==> src/sac_pkg.sv <==
// package for the converter control: register map, fields, timing, types
package sac_pkg;

  // ------------------------------------------------------------
  // byte register indexes on the 8-bit internal path
  // ------------------------------------------------------------
  localparam logic [3:0] SAC_IDX_RES_A_HI = 4'h0;
  localparam logic [3:0] SAC_IDX_RES_A_LO = 4'h1;
  localparam logic [3:0] SAC_IDX_RES_D_LO = 4'h7;
  localparam logic [3:0] SAC_IDX_CSR = 4'h8;
  localparam logic [3:0] SAC_IDX_CTRL = 4'h9;

  // ------------------------------------------------------------
  // field positions and reset values
  // ------------------------------------------------------------
  localparam int SAC_CSR_FLAG_BIT = 7;
  localparam int SAC_CSR_IE_BIT = 6;
  localparam int SAC_CSR_START_BIT = 5;
  localparam int SAC_CSR_SCAN_BIT = 4;
  localparam int SAC_CTRL_TMR_EN_BIT = 0;
  localparam int SAC_CTRL_EXT_EN_BIT = 1;
  localparam logic [7:0] SAC_CSR_RESET = 8'h00;
  localparam logic [7:0] SAC_CTRL_RESET = 8'h00;
  localparam logic [1:0] SAC_GROUP_BAD = 2'h3;
  localparam int SAC_RES_W = 10;
  localparam logic [5:0] SAC_RES_PAD = 6'h00;

  // ------------------------------------------------------------
  // timing: per-channel time at the reference clock, in cycles
  // ------------------------------------------------------------
  localparam int SAC_CONV_TIME_PS = 13300000;
  localparam int SAC_REF_CLK_MHZ = 20;
  localparam int SAC_CONV_CYC = SAC_CONV_TIME_PS * SAC_REF_CLK_MHZ / 1000000;
  localparam int SAC_BIT_CYC = 24;
  localparam int SAC_SAMPLE_CYC = SAC_CONV_CYC - SAC_RES_W * SAC_BIT_CYC;

  // ------------------------------------------------------------
  // types
  // ------------------------------------------------------------
  typedef struct packed {
    logic flag;
    logic irq_en;
    logic start;
    logic scan;
    logic [1:0] group;
    logic [1:0] chan;
  } sac_csr_t;

  typedef struct packed {
    logic rd;
    logic wr;
    logic xfer;
    logic [3:0] idx;
    logic [7:0] wdata;
  } sac_bus_req_t;

  typedef enum logic [1:0] {
    SAC_ST_IDLE,
    SAC_ST_SAMPLE,
    SAC_ST_BITS
  } sac_state_t;

endpackage

==> src/sac_core.sv <==
// converter control core: sequencing, successive approximation, registers
// How it works
// ten result bits sit in bits 15 down to 6 of each result register
// the six low result bits always read as zero
// upper-byte read returns it and latches the low byte into a holding register
// software reads upper byte first, or whole word; lone low read unreliable
// group inputs one to four land in result registers a to d; group 3 prohibited
// twelve inputs form groups 0-3, 4-7 and 8-11
// single mode converts one channel; scan mode cycles one to four channels
// each channel takes 13.3 us worth of 20 MHz clocks
// start comes from software, the timer trigger or the external pin
// end flag bit 7 sets after single channel or after a full scan pass
// software clears the end flag only by writing zero after reading it as one
// a transfer-controller read of a result register clears the end flag
// interrupt enable bit 6 lets the end interrupt out
// module stop halts the converter
// start bit 5: clear stops, set starts; single self-clears, scan runs on
// interrupt is high while end flag and enable are both set
`timescale 1ns/1ns
module sac_core
  import sac_pkg::*;
(
  input wire logic clk_sys,
  input wire logic arst_n,
  input wire sac_bus_req_t bus_req,
  output logic [7:0] bus_rdata,
  input wire logic conv_module_stop_bit,
  input wire logic timer_pulse_unit_trig,
  input wire logic ext_conv_trigger,
  input wire logic comp_above,
  output logic [3:0] analog_chan_sel,
  output logic sample_hold,
  output logic [9:0] dac_code,
  output logic conv_end_irq
);

  // ------------------------------------------------------------
  // state
  // ------------------------------------------------------------
  sac_csr_t csr_q;
  sac_csr_t csr_d;
  logic [7:0] ctrl_q;
  logic [9:0] res_q [4];
  logic [7:0] temp_q;
  logic [7:0] rdata_q;
  logic armed_q;
  logic armed_d;
  logic ext_prev_q;
  sac_state_t st_q;
  sac_state_t st_d;
  logic [8:0] tmr_q;
  logic [1:0] slot_q;
  logic [9:0] dac_q;
  logic [9:0] mask_q;
  logic [3:0] chan_sel_q;
  logic hold_q;

  // ------------------------------------------------------------
  // register bus decode
  // ------------------------------------------------------------
  // while stopped the registers hold, except the start bit, which clears: no reads answer, no writes land
  wire live = ~conv_module_stop_bit;
  wire rd = bus_req.rd & live;
  wire wr = bus_req.wr & live;
  wire is_res = bus_req.idx <= SAC_IDX_RES_D_LO;
  wire is_hi = is_res & ~bus_req.idx[0];
  wire [1:0] res_sel = bus_req.idx[2:1];
  wire csr_rd = rd & (bus_req.idx == SAC_IDX_CSR);
  wire csr_wr = wr & (bus_req.idx == SAC_IDX_CSR);
  wire ctrl_wr = wr & (bus_req.idx == SAC_IDX_CTRL);
  wire [7:0] wd = bus_req.wdata;

  // result bytes: ten bits left-justified, six low bits forced to zero
  wire [15:0] res_word = {res_q[res_sel], SAC_RES_PAD};
  wire [7:0] res_hi = res_word[15:8];
  wire [7:0] res_lo = res_word[7:0];

  // read data mux; the low byte always comes from the holding register
  wire [7:0] rd_mux = is_hi ? res_hi :
                      is_res ? temp_q :
                      (bus_req.idx == SAC_IDX_CSR) ? csr_q :
                      (bus_req.idx == SAC_IDX_CTRL) ? ctrl_q : 8'h00;

  // ------------------------------------------------------------
  // start sources
  // ------------------------------------------------------------
  // the external pin starts on its falling edge
  wire ext_fall = ext_prev_q & ~ext_conv_trigger;
  wire trig_hw = (ctrl_q[SAC_CTRL_TMR_EN_BIT] & timer_pulse_unit_trig) |
                 (ctrl_q[SAC_CTRL_EXT_EN_BIT] & ext_fall);

  // ------------------------------------------------------------
  // sequencer conditions
  // ------------------------------------------------------------
  wire bad_group = csr_q.group == SAC_GROUP_BAD;
  wire go = csr_q.start & live & ~bad_group;
  wire sample_end = (st_q == SAC_ST_SAMPLE) & (tmr_q == 9'(SAC_SAMPLE_CYC - 1));
  wire bit_end = (st_q == SAC_ST_BITS) & (tmr_q == 9'(SAC_BIT_CYC - 1));
  // comparator decides the trial bit under test
  wire [9:0] kept = comp_above ? dac_q : (dac_q & ~mask_q);
  wire chan_done = bit_end & mask_q[0] & go;
  wire last_slot = ~csr_q.scan | (slot_q == csr_q.chan);
  wire pass_done = chan_done & last_slot;
  // slot of the next conversion: first slot in scan, the chosen one in single
  wire [1:0] first_slot = csr_q.scan ? 2'h0 : csr_q.chan;
  wire [1:0] next_slot = last_slot ? first_slot : 2'(slot_q + 2'h1);

  // ------------------------------------------------------------
  // end flag and its two clearing paths
  // ------------------------------------------------------------
  wire clr_sw = csr_wr & ~wd[SAC_CSR_FLAG_BIT] & armed_q;
  wire clr_xfer = rd & bus_req.xfer & is_res;
  wire flag_clr = clr_sw | clr_xfer;
  // a new end beats a clear arriving in the same cycle
  wire flag_next = pass_done | (csr_q.flag & ~flag_clr);
  assign armed_d = flag_clr ? 1'b0 : (armed_q | (csr_rd & csr_q.flag));

  // ------------------------------------------------------------
  // control/status next value
  // ------------------------------------------------------------
  always_comb begin
    csr_d = csr_q;
    csr_d.flag = flag_next;
    if (csr_wr) begin
      csr_d.irq_en = wd[SAC_CSR_IE_BIT];
      csr_d.scan = wd[SAC_CSR_SCAN_BIT];
      csr_d.group = wd[3:2];
      csr_d.chan = wd[1:0];
    end
    // start bit: stop wins, then writes, then hardware clears, then triggers
    if (conv_module_stop_bit) begin
      csr_d.start = 1'b0;
    end else if (csr_wr) begin
      csr_d.start = wd[SAC_CSR_START_BIT];
    end else if (csr_q.start & (bad_group | (pass_done & ~csr_q.scan))) begin
      csr_d.start = 1'b0;
    end else if (trig_hw) begin
      csr_d.start = 1'b1;
    end
  end

  // ------------------------------------------------------------
  // sequencer next state
  // ------------------------------------------------------------
  always_comb begin
    st_d = st_q;
    unique case (st_q)
      SAC_ST_IDLE: begin
        if (go) begin
          st_d = SAC_ST_SAMPLE;
        end
      end
      SAC_ST_SAMPLE: begin
        if (!go) begin
          st_d = SAC_ST_IDLE;
        end else if (sample_end) begin
          st_d = SAC_ST_BITS;
        end
      end
      SAC_ST_BITS: begin
        if (!go) begin
          st_d = SAC_ST_IDLE;
        end else if (chan_done) begin
          st_d = (last_slot & ~csr_q.scan) ? SAC_ST_IDLE : SAC_ST_SAMPLE;
        end
      end
    endcase
  end

  // ------------------------------------------------------------
  // register file flops
  // ------------------------------------------------------------
  always_ff @(posedge clk_sys or negedge arst_n) begin
    if (!arst_n) begin
      csr_q <= SAC_CSR_RESET;
      ctrl_q <= SAC_CTRL_RESET;
      armed_q <= 1'b0;
    end else begin
      csr_q <= csr_d;
      armed_q <= armed_d;
      if (ctrl_wr) begin
        ctrl_q <= wd;
      end
    end
  end

  // read data and the low-byte holding register
  always_ff @(posedge clk_sys or negedge arst_n) begin
    if (!arst_n) begin
      rdata_q <= 8'h00;
      temp_q <= 8'h00;
    end else if (rd) begin
      rdata_q <= rd_mux;
      if (is_hi) begin
        temp_q <= res_lo;
      end
    end
  end

  // trigger pin history
  always_ff @(posedge clk_sys or negedge arst_n) begin
    if (!arst_n) begin
      ext_prev_q <= 1'b1;
    end else begin
      ext_prev_q <= ext_conv_trigger;
    end
  end

  // ------------------------------------------------------------
  // sequencer flops
  // ------------------------------------------------------------
  // the timer restarts at every phase change, so aborts leave no residue
  always_ff @(posedge clk_sys or negedge arst_n) begin
    if (!arst_n) begin
      st_q <= SAC_ST_IDLE;
      tmr_q <= 9'h000;
      slot_q <= 2'h0;
    end else begin
      st_q <= st_d;
      if ((st_d != st_q) | sample_end | bit_end) begin
        tmr_q <= 9'h000;
      end else begin
        tmr_q <= 9'(tmr_q + 9'h001);
      end
      if (st_q == SAC_ST_IDLE) begin
        slot_q <= first_slot;
      end else if (chan_done) begin
        slot_q <= next_slot;
      end
    end
  end

  // successive approximation: try each bit from the top down
  always_ff @(posedge clk_sys or negedge arst_n) begin
    if (!arst_n) begin
      dac_q <= 10'h000;
      mask_q <= 10'h000;
    end else if (sample_end) begin
      dac_q <= 10'h200;
      mask_q <= 10'h200;
    end else if (bit_end) begin
      dac_q <= kept | (mask_q >> 1);
      mask_q <= mask_q >> 1;
    end
  end

  // results; not reset, as the registers hold whatever was last converted
  always_ff @(posedge clk_sys) begin
    if (chan_done) begin
      res_q[slot_q] <= kept;
    end
  end

  // analog side: channel number and hold strobe
  always_ff @(posedge clk_sys or negedge arst_n) begin
    if (!arst_n) begin
      chan_sel_q <= 4'h0;
      hold_q <= 1'b0;
    end else begin
      // follow the slot only while a legal conversion runs, never showing channels 12 to 15
      if (go) begin
        chan_sel_q <= {csr_q.group, slot_q};
      end
      hold_q <= st_q == SAC_ST_SAMPLE;
    end
  end

  // ------------------------------------------------------------
  // outputs
  // ------------------------------------------------------------
  assign bus_rdata = rdata_q;
  assign analog_chan_sel = chan_sel_q;
  assign sample_hold = hold_q;
  assign dac_code = dac_q;
  assign conv_end_irq = csr_q.flag & csr_q.irq_en;

endmodule // sac_core

==> config.mk <==
export PLATFORM = sky130hd
export DESIGN_NAME = sac_core
export DESIGN_NICKNAME = d
export VERILOG_FILES = /design/src/sac_pkg.sv /design/src/sac_core.sv
export SDC_FILE = /design/constraint.sdc
export NUM_CORES = 1
export LEC_CHECK = 0
export BUFFER_PORTS_ARGS = -buffer_cell sky130_fd_sc_hd__buf_2
export CAP_MARGIN = 10
export CORE_UTILIZATION = 45
export DETAILED_ROUTE_END_ITERATION = 6
export PLACE_DENSITY = 0.74
export SLEW_MARGIN = 20
export SYNTH_ARGS = -nofsm -noshare
export SYNTH_HDL_FRONTEND = slang
export SYNTH_SLANG_ARGS = --single-unit
==> constraint.sdc <==
create_clock -name clk_sys -period 3 [get_ports clk_sys]
set_input_delay 0.6 -clock clk_sys [delete_from_list [all_inputs] [get_ports clk_sys]]
set_output_delay 0.6 -clock clk_sys [all_outputs]
set_load 0.01 [all_outputs]
==> reports/qor.txt <==
Initial cell density of the core: 46.32%
Top-Level Pins: 45
Total power density per cell area: 597.6 nW/um^2
Final Max Slew Viols: 0
Max-capacitance violation count: 0
Unrepaired setup endpoints after global routing: false
FILL cells: 909
Run status: finished, violations left
DRC viols: 2
X dimension of the die: 104.9 um
Worst Path Max Fanout: 10
Largest clock skew in the final design: 0.02036 ns
Portion of total power attributed to the clock network: 26.4%
Sequential area share after synthesis: 59.95%
Sw Share: 30.08%
Post-DP HPWL: 6.799 mm
Worst setup EP type: flip-flop
Iteration-0 DRC Markers: 208
Area of the die: 10990 um^2
Critical Path Source Type: flip-flop
Maximum number of pins on one net before global-route repair: 37
Failing checks: design-rule violations
Number of nets produced by synthesis: 388
Leading cell type by number of instances after synthesis: sky130_fd_sc_hd__dfrtp_1
Average wire per standard cell: 17.04 um
Part of the power in registers: 57.0%
Routed length on met1: 4.231 mm
Cell at the root of the clock tree: sky130_fd_sc_hd__clkbuf_8
Number of optimization iterations in the first detailed-route pass: 7
Leakage dissipation: 2.305 nW
Rel. slew slack: 46.17%
Total congestion overflow: 0
Synthesized-area fraction occupied by xor and xnor cells: 1.656%
Transition time of the tightest slew-check pin: 0.8003 ns
CTS Hold Bufs: 0
Peak ir drop on the vdd network: 0.3025 mV
Final setup viols: 0
Clock period minus final worst setup slack: 2.659 ns
Area of the core: 10280 um^2
Mapped Cells: 358
Yosys warning count: 0
CTS tree: built
Hold violation total from the final report: 0
Biggest area contributors in the synthesized netlist: sky130_fd_sc_hd__dfrtp_1 (34%), sky130_fd_sc_hd__edfxtp_1 (25%), sky130_fd_sc_hd__mux4_2 (4.7%)
Fraction of the mapped netlist area in simple logic gates: 14.19%
Top routing layer used: met4
CP Data Arrival Time: 2.66 ns
Prevailing post-synth register cell: sky130_fd_sc_hd__dfrtp_1
Endpoint required time on the critical path: 3.00 ns
Type of the worst setup path: flip-flop to flip-flop
Fraction of layout cells with a size suffix above 1: 25.67%
Flop and latch count out of synthesis: 106
Number of synthesized flops with an enable pin: 40
Adder-cell area share of the yosys netlist: 2.365%
Setup TNS Final: 0 ns
Internal Pwr Total: 2.228 mW
Number of nets with antenna violations after detailed routing: 0
Buffers inserted by post-CTS timing repair: 0
DIE HEIGHT: 104.9 um
Total met2 wirelength after detailed routing: 4.612 mm
Area Growth Syn to Fin: 11.98%
WL met3: 443 um
Highest clock frequency the design can meet: 376.0 MHz
Maximum count of clock buffers along a single path: 2
Synth unique cells: 57
Main combinational cell family by area after synthesis: simple AND/OR/NAND/NOR gates
Classification of the worst-slack hold path: input port to async pin
Insertion delay to the later sink of the worst-skew pair: 0.37 ns
Count of clock tree sinks: 106
Count of buffers from port buffering: 44
First-pass GRT wire length: 16.10 mm
Net Switching: 0.9583 mW
RePlAce Congestion: 0.8133
Finished Core Util: 51.87%
Antenna Diode Count: 0
Number of clock buffers inserted by TritonCTS: 9
DRT Wirelength: 9.357 mm
Via-per-instance ratio: 5.543
Share of synthesized registers carrying an async set or reset: 62.26%
Clock edge transition at the registers on the reported setup and hold paths: 0.11 ns
Fraction of post-synthesis cell area in the top cell type by area: 34.17%
Number of antenna violations at the first check in global routing: 0
Site row count: 37
Share of total power in combinational logic: 16.6%
Commonest cells in the synthesized netlist: sky130_fd_sc_hd__dfrtp_1 (65), sky130_fd_sc_hd__edfxtp_1 (40), sky130_fd_sc_hd__nand2_1 (29), sky130_fd_sc_hd__nor2_1 (27), sky130_fd_sc_hd__nor3_1 (22)
Summed instance area of the synthesized netlist: 4761 um^2
Cell taking the most area after synthesis: sky130_fd_sc_hd__dfrtp_1
CTS H-tree depth: 3
Multiplexer area fraction after synthesis: 9.987%
Number of vias after detailed routing: 3043
All-layer global routing usage: 18.84%
Number of global-route vias before repair: 3101
Synthesized-area fraction occupied by ao, oa, aoi and oai cells: 9.540%
NumNets Final: 438
Period utilization: 88.64%
Average instance area after synthesis: 13.30 um^2
Post-cts repair resize count: 0
-- layout by cell type, fill, tap and decap left out, types with 2 or more instances in the layout --
cell / synthesis / routed
sky130_fd_sc_hd__nor2_1: 27 / 27
sky130_fd_sc_hd__nor3_1: 22 / 22
sky130_fd_sc_hd__clkbuf_8: 0 / 9
sky130_fd_sc_hd__mux4_2: 10 / 10
sky130_fd_sc_hd__and2_1: 6 / 6
sky130_fd_sc_hd__o311a_1: 2 / 2
sky130_fd_sc_hd__nor4_1: 7 / 7
sky130_fd_sc_hd__o21ai_1: 2 / 2
sky130_fd_sc_hd__ha_1: 9 / 9
sky130_fd_sc_hd__edfxtp_1: 40 / 40
sky130_fd_sc_hd__a222oi_1: 6 / 6
sky130_fd_sc_hd__dfrtp_1: 65 / 65
sky130_fd_sc_hd__nor2b_1: 4 / 4
sky130_fd_sc_hd__nor4_4: 2 / 2
sky130_fd_sc_hd__mux2i_1: 7 / 7
sky130_fd_sc_hd__a211oi_1: 3 / 3
sky130_fd_sc_hd__a21o_1: 3 / 3
sky130_fd_sc_hd__xnor2_1: 6 / 6
sky130_fd_sc_hd__and3_1: 2 / 2
sky130_fd_sc_hd__buf_2: 4 / 44
sky130_fd_sc_hd__nand3_1: 5 / 5
sky130_fd_sc_hd__o21ai_0: 10 / 10
sky130_fd_sc_hd__a21oi_1: 5 / 5
sky130_fd_sc_hd__o21a_1: 2 / 2
sky130_fd_sc_hd__nand2b_1: 3 / 3
sky130_fd_sc_hd__buf_4: 0 / 5
sky130_fd_sc_hd__xor2_1: 3 / 3
sky130_fd_sc_hd__a21boi_0: 12 / 12
sky130_fd_sc_hd__inv_6: 0 / 3
sky130_fd_sc_hd__inv_1: 11 / 11
sky130_fd_sc_hd__mux2_2: 16 / 16
sky130_fd_sc_hd__a31oi_1: 3 / 3
sky130_fd_sc_hd__nand2_1: 29 / 29
-- worst max-delay path: stages, from the launching register on --
cell                       delay [ns]
sky130_fd_sc_hd__dfrtp_1         0.47
sky130_fd_sc_hd__inv_1           0.13
sky130_fd_sc_hd__ha_1            0.29
sky130_fd_sc_hd__nand3b_4        0.11
sky130_fd_sc_hd__or4_4           0.53
sky130_fd_sc_hd__nor3_2          0.24
sky130_fd_sc_hd__and2_1          0.51
-- kinds of logic after synthesis --
group / count (synthesis)
buffers and inverters: 22
XOR/XNOR: 9
flip-flops: 106
adder cells (fa/ha/maj): 9
multiplexers: 33
AND/OR/NAND/NOR: 119
AO/OA/AOI/OAI: 60
-- power by group through the flow --
stage          combinational (mW)  clock [mW]  sequential, mW
2_1_floorplan               0.360           0            1.82
3_3_place_gp                0.512           0            1.84
3_5_place_dp                0.532           0            1.85
4_1_cts                     0.535       0.869            1.82
5_1_grt                     0.598       0.924            1.84
6_report                    0.527       0.841            1.82
-- final timing paths --
path	depth (start not counted)	startpoint	to	slack, ns
hold reg to reg	2	analog_chan_sel[0]$_DFFE_PN0P_	analog_chan_sel[0]$_DFFE_PN0P_	0.49
hold / removal	1	arst_n	dac_code[1]$_DFFE_PN0P_	0.29
setup reg to reg	6	st_q[0]$_DFF_PN0_	res_q[0][6]$_DFFE_PP_	0.34
min in group clk_sys	1	ext_conv_trigger	ext_prev_q$_DFF_PN1_	0.32
setup / recovery	6	st_q[0]$_DFF_PN0_	res_q[0][6]$_DFFE_PP_	0.34
max in group asynchronous	2	arst_n	ext_prev_q$_DFF_PN1_	2.02
-- metal layers --
layer / vias to the layer above / GRT usage (%)
met4: 0 / 4.728
li1: 1435 / -
met2: 84 / 30.04
met1: 1515 / 26.37
met3: 9 / 4.055
met5: - / 0
-- through the flow --
| stage | area, um^2 | worst slack (ns) | cells | hold slack [ns] | power (mW) |
|---|---|---|---|---|---|
| finish | 5331 | 0.3407 | 549 | 0.2859 | 3.186 |
| global route | 5331 | 0.1590 | 549 | 0.2972 | 3.365 |
| floorplan | 4761 | 0.6094 | 358 | 0.3044 | 2.182 |
| detailed placement | 5140 | 0.3541 | 533 | 0.4676 | 2.378 |
| global placement | 5140 | 0.4671 | 533 | 0.4571 | 2.347 |
| CTS | 5331 | 0.3300 | 549 | 0.2893 | 3.221 |
-- state kept, by name, indices dropped and copies added (netlist names) --
signal / cells
csr_q: 8
analog_chan_sel: 4
res_q: 40
armed_q: 1
dac_code: 10
mask_q: 10
ext_prev_q: 1
st_q: 2
bus_rdata: 8
sample_hold: 1
tmr_q: 9
temp_q: 2
slot_q: 2
ctrl_q: 8
-- area by class of cell --
class	count	area [um^2]	area share [%]
clock buffer	9	123.9	2.323
clock inverter	7	67.56	1.267
inverter	11	41.29	0.7745
multi-input combinational	230	1797	33.70
sequential	106	2854	53.53
tap	136	170.2	3.192
timing repair buffer	50	277.8	5.210
No activity file was read; power rests on OpenSTA's default activity.
